===== src/hw/ppd_pkg.sv =====
// package for the per-port detect, class and power controller
package ppd_pkg;
    // ************************************************************
    // operating modes and result codes
    // ************************************************************
    localparam logic [1:0] MODE_SHUTDOWN = 2'h0;
    localparam logic [1:0] MODE_MANUAL = 2'h1;
    localparam logic [1:0] MODE_SEMI = 2'h2;
    localparam logic [1:0] MODE_AUTO = 2'h3;

    typedef enum logic [2:0] {
        DET_UNKNOWN = 3'h0,
        DET_SHORT = 3'h1,
        DET_CAP_HIGH = 3'h2,
        DET_R_LOW = 3'h3,
        DET_GOOD = 3'h4,
        DET_R_HIGH = 3'h5,
        DET_OPEN = 3'h6,
        DET_V_RANGE = 3'h7
    } ppd_det_t;

    localparam logic [2:0] CLASS_0 = 3'h0;
    localparam logic [2:0] CLASS_3 = 3'h3;
    localparam logic [2:0] CLASS_4 = 3'h4;

    // current-limit codes for inrush and type 2
    localparam logic [7:0] ILIM_425 = 8'h80;
    localparam logic [7:0] ILIM_850 = 8'hc0;
    // cut thresholds per class for standalone operation
    localparam logic [7:0] ICUT_C1 = 8'h1c;
    localparam logic [7:0] ICUT_C2 = 8'h34;
    localparam logic [7:0] ICUT_C3 = 8'h5e;
    localparam logic [7:0] ICUT_C4 = 8'ha0;

    // ************************************************************
    // timing
    // ************************************************************
    localparam int CLK_MHZ = 250;
    localparam int BACKOFF_MS = 100;
    localparam int MID_BACKOFF_MS = 2000;
    localparam int CLASS_MS = 12;
    localparam int CUT_MS = 60;
    localparam int LIM_MS = 12;
    localparam int START_MS = 60;
    localparam int MARK_MS = 8;
    localparam int CYC_PER_MS = CLK_MHZ * 1000;
    localparam int CUT_DOWN_DIV = 16;
    // cycles the result synchroniser needs to show a fresh probe
    localparam int MEAS_LAT = 2;

    typedef enum logic [3:0] {
        ST_IDLE = 4'h0,
        ST_DETECT = 4'h1,
        ST_CLASS = 4'h3,
        ST_MARK = 4'h2,
        ST_CLASS2 = 4'h6,
        ST_BACKOFF = 4'h7,
        ST_INRUSH = 4'h5,
        ST_ON = 4'h4
    } ppd_state_t;

    // analog front-end measurement results
    typedef struct packed {
        logic det_done;
        ppd_det_t det_res;
        logic legacy_cap;
        logic cls_done;
        logic [2:0] cls_res;
        logic over_cut;
        logic over_lim;
        logic over_inrush;
    } ppd_meas_t;

    // host control bits
    typedef struct packed {
        logic [1:0] mode;
        logic det_en;
        logic cls_en;
        logic legacy_en;
        logic hp_en;
        logic two_event_en;
        logic lim_timer_en;
        logic midspan;
        logic [7:0] icut;
        logic [7:0] ilim;
    } ppd_ctrl_t;

    // reported status
    typedef struct packed {
        ppd_det_t det;
        logic [2:0] cls;
        logic second_cls;
        logic power_on;
        logic flt_start;
        logic flt_cut;
        logic flt_lim;
    } ppd_stat_t;
endpackage


===== src/hw/ppd_port.sv =====
// per-port detect, classify and power sequencer with fault timers
// Contract
// - detection result coded as eight values from unknown to voltage range
// - manual mode idles, runs one detect per host command
// - semi-auto detects repeatedly, updates status, never self-powers
// - semi-auto: after good signature wait 100ms, or 2s in midspan mode
// - semi-auto high power: power-on needs detect good, else start fault
// - auto mode powers after good detect and class, sets thresholds
// - detection off: strap low at reset, shutdown, detect enable clear
// - legacy enable, default clear, reports big capacitance as good
// - class 0 to 4 reported, class 0 treated as class 3
// - classify after good detect, or on manual command, 12ms pulse
// - classification off: strap low at reset, shutdown, enable clear
// - two-event class 4: mark voltage, pause, reclassify, set flag
// - second class cycle only after class 4 with two-event bit set
// - auto mode: class 4 then 0-3 withholds power, restarts detect
// - status holds last class pulse result
// - start timer during inrush; still over limit at expiry: off, fault
// - cut timer up over threshold, down at 1/16 rate, 60ms fault
// - limit timer only when enabled, 12ms fault
// - limit timer disabled: cut timer counts limit events as well
// - limit forced to 425mA during inrush and when off
// - thresholds may change while powered, outside auto mode
// - mode field: 11 auto or reserved, 10 semi, 01 manual, 00 off
module ppd_port
    import ppd_pkg::*;
#(
    parameter int BACKOFF_CYC = BACKOFF_MS * CYC_PER_MS,
    parameter int MID_BACKOFF_CYC = MID_BACKOFF_MS * CYC_PER_MS,
    parameter int CLASS_CYC = CLASS_MS * CYC_PER_MS,
    parameter int MARK_CYC = MARK_MS * CYC_PER_MS,
    parameter int START_CYC = START_MS * CYC_PER_MS,
    parameter int CUT_CYC = CUT_MS * CYC_PER_MS,
    parameter int LIM_CYC = LIM_MS * CYC_PER_MS
) (
    // clock and reset
    input wire logic clk_i,
    input wire logic rst_i,
    // strap and host
    input wire logic auto_strap_i,
    input wire ppd_ctrl_t ctrl_i,
    input wire logic cmd_detect_i,
    input wire logic cmd_class_i,
    input wire logic cmd_on_i,
    input wire logic cmd_off_i,
    // analog front end
    input wire ppd_meas_t meas_i,
    output logic det_run_o,
    output logic cls_run_o,
    output logic mark_o,
    output logic port_output_pin_o,
    output logic [7:0] ilim_o,
    output logic [7:0] icut_o,
    // status
    output ppd_stat_t stat_o
);
    // ************************************************************
    // strap capture and mode decode
    // ************************************************************
    logic strap_s1_q, strap_s2_q, strap_q, strap_d;
    logic first_q;
    ppd_meas_t m_s1_q, m_q;

    // strap and analog inputs cross two flops before use
    always_ff @(posedge clk_i) begin
        strap_s1_q <= auto_strap_i;
        strap_s2_q <= strap_s1_q;
        m_s1_q <= meas_i;
        m_q <= m_s1_q;
        strap_q <= strap_d;
        first_q <= rst_i;
    end
    // latched only just after reset: later strap changes are ignored
    always_comb begin
        strap_d = first_q ? strap_s2_q : strap_q;
    end

    logic is_auto, is_semi, is_manual, det_ok, cls_ok;
    always_comb begin
        is_auto = (ctrl_i.mode == MODE_AUTO) && strap_q;
        is_semi = ctrl_i.mode == MODE_SEMI;
        is_manual = ctrl_i.mode == MODE_MANUAL;
        det_ok = strap_q || (ctrl_i.det_en &&
            ctrl_i.mode != MODE_SHUTDOWN);
        det_ok = det_ok && (is_auto || is_semi || is_manual);
        cls_ok = strap_q || (ctrl_i.cls_en &&
            ctrl_i.mode != MODE_SHUTDOWN);
        cls_ok = cls_ok && (is_auto || is_semi || is_manual);
    end

    // ************************************************************
    // sequencer
    // ************************************************************
    ppd_state_t st_q, st_d;
    logic [31:0] tmr_q, tmr_d;
    logic [31:0] cut_q, cut_d;
    logic [31:0] lim_q, lim_d;
    logic [3:0] div_q, div_d;
    ppd_stat_t s_q, s_d;
    logic [7:0] auto_cut_q, auto_cut_d, auto_lim_q, auto_lim_d;
    logic det_good, cut_evt, is_off_cmd;

    always_comb begin
        // legacy capacitance counts as good only when enabled
        det_good = m_q.det_res == DET_GOOD ||
            (ctrl_i.legacy_en && m_q.legacy_cap);
        cut_evt = m_q.over_cut ||
            (!ctrl_i.lim_timer_en && m_q.over_lim);
        is_off_cmd = cmd_off_i || ctrl_i.mode == MODE_SHUTDOWN;
    end

    // next state, timers and status
    always_comb begin
        st_d = st_q;
        tmr_d = tmr_q + 32'h1;
        cut_d = cut_q;
        lim_d = lim_q;
        div_d = div_q;
        s_d = s_q;
        s_d.flt_start = 1'b0;
        s_d.flt_cut = 1'b0;
        s_d.flt_lim = 1'b0;
        auto_cut_d = auto_cut_q;
        auto_lim_d = auto_lim_q;
        case (st_q)
            ST_IDLE: begin
                tmr_d = 32'h0;
                if (is_manual && cmd_detect_i && det_ok) begin
                    st_d = ST_DETECT;
                end else if ((is_semi || is_auto) && det_ok) begin
                    st_d = ST_DETECT;
                end else if (is_manual && cmd_class_i && cls_ok) begin
                    st_d = ST_CLASS;
                    s_d.second_cls = 1'b0;
                end
            end
            ST_DETECT: begin
                // the synchroniser still shows the last probe at first
                if (!det_ok) begin
                    st_d = ST_IDLE;
                end else if (m_q.det_done && tmr_q >= MEAS_LAT) begin
                    tmr_d = 32'h0;
                    s_d.det = det_good ? DET_GOOD : m_q.det_res;
                    if (det_good && cls_ok && !is_manual) begin
                        st_d = ST_CLASS;
                    end else if (det_good && is_auto) begin
                        st_d = ST_INRUSH;
                        auto_cut_d = ICUT_C3;
                        auto_lim_d = ILIM_425;
                    end else if (det_good && is_semi) begin
                        st_d = ST_BACKOFF;
                    end else begin
                        // failed probes start over through idle
                        st_d = ST_IDLE;
                    end
                end
            end
            ST_CLASS, ST_CLASS2: begin
                if (tmr_q >= CLASS_CYC - 1 && m_q.cls_done) begin
                    tmr_d = 32'h0;
                    s_d.cls = m_q.cls_res;
                    // the flag always describes the pulse just stored
                    s_d.second_cls = st_q == ST_CLASS2;
                    if (st_q == ST_CLASS && m_q.cls_res == CLASS_4 &&
                        ctrl_i.two_event_en) begin
                        st_d = ST_MARK;
                    end else if (is_auto && st_q == ST_CLASS2 &&
                        m_q.cls_res != CLASS_4) begin
                        st_d = ST_DETECT;
                    end else if (is_auto) begin
                        st_d = ST_INRUSH;
                        // class 0 handled as class 3
                        case (m_q.cls_res)
                            3'h1: auto_cut_d = ICUT_C1;
                            3'h2: auto_cut_d = ICUT_C2;
                            CLASS_4: auto_cut_d = ICUT_C4;
                            default: auto_cut_d = ICUT_C3;
                        endcase
                        auto_lim_d = m_q.cls_res == CLASS_4 ?
                            ILIM_850 : ILIM_425;
                    end else begin
                        st_d = is_manual ? ST_IDLE : ST_BACKOFF;
                    end
                end
            end
            ST_MARK: begin
                if (tmr_q >= MARK_CYC - 1) begin
                    tmr_d = 32'h0;
                    s_d.second_cls = 1'b1;
                    st_d = ST_CLASS2;
                end
            end
            ST_BACKOFF: begin
                if (tmr_q >= (ctrl_i.midspan ? MID_BACKOFF_CYC :
                    BACKOFF_CYC) - 1) begin
                    st_d = ST_IDLE;
                end
            end
            ST_INRUSH: begin
                if (tmr_q >= START_CYC - 1) begin
                    tmr_d = 32'h0;
                    if (m_q.over_inrush) begin
                        s_d.flt_start = 1'b1;
                        st_d = ST_IDLE;
                    end else begin
                        st_d = ST_ON;
                        cut_d = 32'h0;
                        lim_d = 32'h0;
                    end
                end
            end
            ST_ON: begin
                tmr_d = 32'h0;
                div_d = div_q + 4'h1;
                if (cut_evt) begin
                    cut_d = cut_q + 32'h1;
                end else if (cut_q != 32'h0 &&
                    div_q == 4'(CUT_DOWN_DIV - 1)) begin
                    cut_d = cut_q - 32'h1;
                end
                // limit timer restarts whenever current is back under
                lim_d = (ctrl_i.lim_timer_en && m_q.over_lim) ?
                    lim_q + 32'h1 : 32'h0;
                if (cut_d >= CUT_CYC) begin
                    s_d.flt_cut = 1'b1;
                    st_d = ST_IDLE;
                end else if (lim_d >= LIM_CYC) begin
                    s_d.flt_lim = 1'b1;
                    st_d = ST_IDLE;
                end
            end
            default: st_d = ST_IDLE;
        endcase
        // power-on is taken in any unpowered state, so a host command
        // can cut short a detection in progress
        if (cmd_on_i && st_q != ST_INRUSH && st_q != ST_ON) begin
            if (is_manual || (is_semi &&
                (!ctrl_i.hp_en || s_q.det == DET_GOOD))) begin
                st_d = ST_INRUSH;
                tmr_d = 32'h0;
            end else if (is_semi) begin
                s_d.flt_start = 1'b1;
            end
        end
        if ((st_q == ST_INRUSH || st_q == ST_ON) && is_off_cmd) begin
            st_d = ST_IDLE;
        end
        s_d.power_on = st_d == ST_INRUSH || st_d == ST_ON;
    end

    always_ff @(posedge clk_i) begin
        if (rst_i) begin
            st_q <= ST_IDLE;
            tmr_q <= 32'h0;
            cut_q <= 32'h0;
            lim_q <= 32'h0;
            div_q <= 4'h0;
            s_q <= '0;
            auto_cut_q <= ICUT_C3;
            auto_lim_q <= ILIM_425;
        end else begin
            st_q <= st_d;
            tmr_q <= tmr_d;
            cut_q <= cut_d;
            lim_q <= lim_d;
            div_q <= div_d;
            s_q <= s_d;
            auto_cut_q <= auto_cut_d;
            auto_lim_q <= auto_lim_d;
        end
    end

    // ************************************************************
    // outputs
    // ************************************************************
    // outside auto mode thresholds track host writes live, also while powered; the limit only once on
    always_comb begin
        det_run_o = st_q == ST_DETECT;
        cls_run_o = st_q == ST_CLASS || st_q == ST_CLASS2;
        mark_o = st_q == ST_MARK;
        port_output_pin_o = s_q.power_on;
        icut_o = is_auto ? auto_cut_q : ctrl_i.icut;
        ilim_o = (st_q != ST_ON) ? ILIM_425 :
            (is_auto ? auto_lim_q : ctrl_i.ilim);
        stat_o = s_q;
    end
endmodule


===== config.mk =====
export PLATFORM = sky130hd
export DESIGN_NAME = ppd_port
export DESIGN_NICKNAME = d
export VERILOG_FILES = /design/src/hw/ppd_pkg.sv /design/src/hw/ppd_port.sv
export SDC_FILE = /design/constraint.sdc
export NUM_CORES = 1
export LEC_CHECK = 0
export BUFFER_PORTS_ARGS = -buffer_cell sky130_fd_sc_hd__buf_2
export CORE_UTILIZATION = 55
export DETAILED_ROUTE_END_ITERATION = 6
export PLACE_DENSITY = 0.7
export RECOVER_POWER = 100
export REMOVE_ABC_BUFFERS = 1
export SLEW_MARGIN = 10
export SYNTH_ARGS = -nofsm -noshare
export SYNTH_HDL_FRONTEND = slang
export SYNTH_SLANG_ARGS = --single-unit

===== constraint.sdc =====
create_clock -name clk_i -period 4.8 [get_ports clk_i]
set_input_delay 0.48 -clock clk_i [delete_from_list [all_inputs] [get_ports clk_i]]
set_output_delay 0.48 -clock clk_i [all_outputs]
set_load 0.01 [all_outputs]

==> flow_results.xml <==
<?xml version="1.0" encoding="UTF-8"?>
<metrics>
  <group name="run_status">
    <metric name="outcome" unit="">finished with violations</metric>
    <metric name="violations_in_the_final_reports" unit="">max-capacitance violations, max-slew violations</metric>
  </group>
  <group name="logic_synthesis">
    <metric name="synth_edf_count" unit="">1</metric>
    <metric name="synth_cells" unit="">1227</metric>
    <metric name="avgSynthCellArea" unit="sq um">7.484</metric>
    <metric name="synth_warnings" unit="">0</metric>
    <metric name="synth_top_family_by_area" unit="">simple AND/OR/NAND/NOR gates</metric>
    <metric name="ys_async_sr_fraction" unit="">0</metric>
    <metric name="yosysMostFrequentCell" unit="">nor2_1</metric>
    <metric name="yosys.area_share.simple" unit="">0.3213</metric>
    <metric name="synth-xor-area-share" unit="">0.07154</metric>
    <metric name="yosys.cell_types.count" unit="">79</metric>
    <metric name="yosys.area_share.adder" unit="">0.02453</metric>
    <metric name="synth.yosys.seq_area_share" unit="">0.3237</metric>
    <metric name="synth_area_leaders" unit="">dfxtp_1 (32%), nor2_1 (6.2%), nand2_1 (5.2%)</metric>
    <metric name="synth_top_cell_area_share" unit="">0.3205</metric>
    <metric name="ys_dominant_reg_cell" unit="">dfxtp_1</metric>
    <metric name="muxShareOfSynthArea" unit="">0.01308</metric>
    <metric name="synthDominantAreaCellType" unit="">dfxtp_1</metric>
    <metric name="mappedNetlistArea" unit="sq um">9183</metric>
    <metric name="ys_ff_latch" unit="">148</metric>
    <metric name="synthTopCellsByCount" unit="">nor2_1 (152), dfxtp_1 (147), nand2_1 (126)</metric>
    <metric name="post_synthesis_compound_gate_area_fraction" unit="">0.1950</metric>
  </group>
  <group name="grt">
    <metric name="vias_in_the_first_global_route" unit="">8121</metric>
    <metric name="global_route_wire_length_before_repair" unit="um">40160</metric>
    <metric name="number_of_antenna_violations_at_the_first_check_in_global_routing" unit="">0</metric>
    <metric name="pin_count_of_the_biggest_net_entering_global_routing" unit="">36</metric>
    <metric name="total_routing_usage_reported_by_global_routing" unit="">0.2818</metric>
    <metric name="overflow" unit="">0</metric>
  </group>
  <group name="die">
    <metric name="dieArea" unit="sq um">17220</metric>
    <metric name="rows" unit="">46</metric>
    <metric name="die_h" unit="um">131.2</metric>
    <metric name="die_outline_width" unit="um">131.2</metric>
    <metric name="initial_utilization" unit="">0.5698</metric>
    <metric name="io_pins" unit="">75</metric>
    <metric name="design.core.area" unit="sq um">16120</metric>
  </group>
  <group name="worst_setup_path">
    <metric name="setup.worst_path.class" unit="">register to register</metric>
    <metric name="timing.reg2reg.worst_path_depth" unit="">8</metric>
    <metric name="critical_path_fanout_max" unit="">35</metric>
    <metric name="crit_path_arrival_time" unit="ns">4.26</metric>
    <metric name="r2r-start" unit="">st_q[3]$_SDFF_PP0_</metric>
    <metric name="timing.critical_path.to_type" unit="">register</metric>
    <metric name="crit_required" unit="ns">5.09</metric>
    <metric name="critical_path.reg2reg.endpoint" unit="">cut_q[25]$_SDFFE_PP0P_</metric>
    <metric name="r2r_setup_slack" unit="ns">0.83</metric>
    <metric name="critPathLaunchType" unit="">register</metric>
  </group>
  <group name="timing">
    <metric name="period_needed" unit="ns">3.969</metric>
    <metric name="final-max-slew-violation-count" unit="">68</metric>
    <metric name="tightestPinTransition" unit="ns">1.722</metric>
    <metric name="achievable_freq" unit="MHz">252.0</metric>
    <metric name="setup_viol" unit="">0</metric>
    <metric name="rsz_0062_raised_after_global_routing" unit="">false</metric>
    <metric name="endpoints_failing_hold" unit="">0</metric>
    <metric name="final.setup_skew" unit="ns">0.01423</metric>
    <metric name="setup-tns-final" unit="ns">0</metric>
    <metric name="post-route-period-util" unit="">0.8269</metric>
    <metric name="rel_slew_slack" unit="">-0.1480</metric>
  </group>
  <group name="clocking">
    <metric name="cts_root_buffer" unit="">clkbuf_16</metric>
    <metric name="cts_resized" unit="">0</metric>
    <metric name="post-cts-setup-buffers" unit="">0</metric>
    <metric name="cts_tree" unit="">yes</metric>
    <metric name="cts_made_buffers" unit="">17</metric>
    <metric name="cts-root-to-sink-buffers" unit="">2</metric>
    <metric name="clock_tree_sinks" unit="">148</metric>
    <metric name="post_cts_hold_buffer_count" unit="">0</metric>
    <metric name="clock_insertion_delay_worst_skew" unit="ns">0.44</metric>
    <metric name="clk_pin_slew" unit="ns">0.07</metric>
    <metric name="cts_htree_levels" unit="">4</metric>
  </group>
  <group name="place">
    <metric name="placed_cell_area" unit="sq um">9562</metric>
    <metric name="dp_hpwl" unit="um">16920</metric>
    <metric name="routabilityCongestion" unit="">0.9616</metric>
    <metric name="place.port_buffers" unit="">74</metric>
  </group>
  <group name="finish">
    <metric name="final_net_count" unit="">1306</metric>
    <metric name="area_growth_syn_to_layout" unit="%">9.429</metric>
    <metric name="n_antenna_cell" unit="">0</metric>
    <metric name="final_area" unit="sq um">10050</metric>
    <metric name="final_layout_size_suffix_gt1_frac" unit="">0.07637</metric>
  </group>
  <group name="power_and_ir_drop">
    <metric name="leakage" unit="uW">0.003507</metric>
    <metric name="power.density_cell_area" unit="nW/um^2">274.3</metric>
    <metric name="vdd_ir_drop_max" unit="V">0.0002856</metric>
    <metric name="report.power.total" unit="uW">2756</metric>
  </group>
  <group name="min_path">
    <metric name="min_to" unit="">m_s1_q[8]$_DFF_P_</metric>
    <metric name="hold_class" unit="">primary input to register</metric>
    <metric name="worstHoldPathCells" unit="">1</metric>
    <metric name="hold_path_startpoint" unit="">meas_i[8]</metric>
  </group>
  <group name="drt">
    <metric name="detail_route.wl_per_cell" unit="um">16.50</metric>
    <metric name="drtAntennaViolNets" unit="">0</metric>
    <metric name="drt_pass_1_iters" unit="">5</metric>
    <metric name="route.final.wire_length" unit="um">24310</metric>
    <metric name="first_iter_violations" unit="">965</metric>
    <metric name="vias_per_cell" unit="">6.215</metric>
    <metric name="detailroute.via_count" unit="">9154</metric>
    <metric name="post-route-drc-count" unit="">0</metric>
  </group>
  <group name="job">
    <metric name="maxCapViolations" unit="">2</metric>
  </group>
</metrics>
==> cell usage in the layout, fill, tap and decap left out, types with 26 or more instances in the layout <==
cell	netlist	routed
o21ai_0	71	71
and3_1	28	28
nor4_1	31	31
a21oi_1	78	78
dfxtp_1	147	147
nand3_1	70	70
xnor2_1	44	44
nor2_1	152	152
inv_1	26	26
clkbuf_1	78	38
buf_2	4	42
nor3_1	55	55
nand2_1	126	126
xor2_1	31	31
==> worst max-delay path by stage <==
stage	cells after the start	startpoint	endpoint
global route	8	st_q[3]$_SDFF_PP0_	cut_q[25]$_SDFFE_PP0P_
floorplan	9	tmr_q[1]$_SDFF_PP0_	cut_q[11]$_SDFFE_PP0P_
finish	8	st_q[3]$_SDFF_PP0_	cut_q[25]$_SDFFE_PP0P_
CTS	9	cut_q[25]$_SDFFE_PP0P_	port_output_pin_o$_SDFF_PP0_
detailed placement	9	cut_q[25]$_SDFFE_PP0P_	st_q[2]$_SDFF_PP0_
global placement	9	cut_q[5]$_SDFFE_PP0P_	port_output_pin_o$_SDFF_PP0_
==> sequential cells by signal, indices dropped and copies added (netlist names) <==
name and count:
auto_cut_q 5, cut_q 32, div_q 4, first_q 1
lim_q 32, m_q 12, m_s1_q 12, port_output_pin_o 1
st_q 4, stat_o 10, strap_q 1, strap_s1_q 1
strap_s2_q 1, tmr_q 32
==> cells by family (layout without fill, tap and decap cells) <==
group / after synthesis / count (layout)
buffers and inverters: 114 / 144
adders and majority gates: 18 / 18
muxes: 12 / 12
and+or+nand+nor: 587 / 587
DFF: 148 / 148
AOI/OAI and AO/OA: 272 / 272
other: 1 / 1
xor gates and xnor gates: 75 / 75
==> routing by layer <==
| metal | wire length, um | vias to the layer above | GRT usage |
|---|---|---|---|
| met2 | 10900 | 395 | 0.4353 |
| met5 | 0 | - | 0 |
| met4 | 357 | 0 | 0.09346 |
| li1 | - | 4505 | - |
| met3 | 1679 | 38 | 0.05826 |
| met1 | 11370 | 4216 | 0.3891 |
==> where the power goes <==
| group | internal (uW) | switching [uW] |
|---|---|---|
| registers | 1250 | 20.5 |
| logic | 58.1 | 112 |
| clock network | 694 | 625 |
==> cell type report <==
type / count / area [sq um]
clock inverter: 15 / 155.1
clock buffer: 17 / 425.4
fill: 1501 / 6067
sequential: 148 / 2973
multi-input combinational: 965 / 5729
timing repair buffer: 86 / 397.9
tap: 216 / 270.3
inverter: 26 / 97.59
==> metrics by stage <==
| step | util | hold WS (ns) | std cells | setup WS (ns) |
|---|---|---|---|---|
| after floorplan | - | 0.3096 | 1139 | 0.9723 |
| final | 0.6235 | 0.1347 | 1473 | 0.8311 |
| after global placement | 0.5933 | 0.3104 | 1441 | 1.342 |
| after detailed placement | 0.5933 | 0.3121 | 1441 | 1.255 |
| after CTS | 0.6293 | 0.1204 | 1473 | 1.159 |
| after global routing | 0.6235 | 0.1206 | 1473 | 0.5929 |
==> worst max-delay path, stage by stage, from the launching register on <==
cell and delay [ns]:
dfxtp_1 0.53, nand2b_1 0.28, or3_1 0.53, clkbuf_1 0.56, o31a_1 0.23, clkbuf_1 1.24, a21oi_1 0.15, xnor2_1 0.24
nor2_1 0.05
Power figures use the tool's default switching activity.
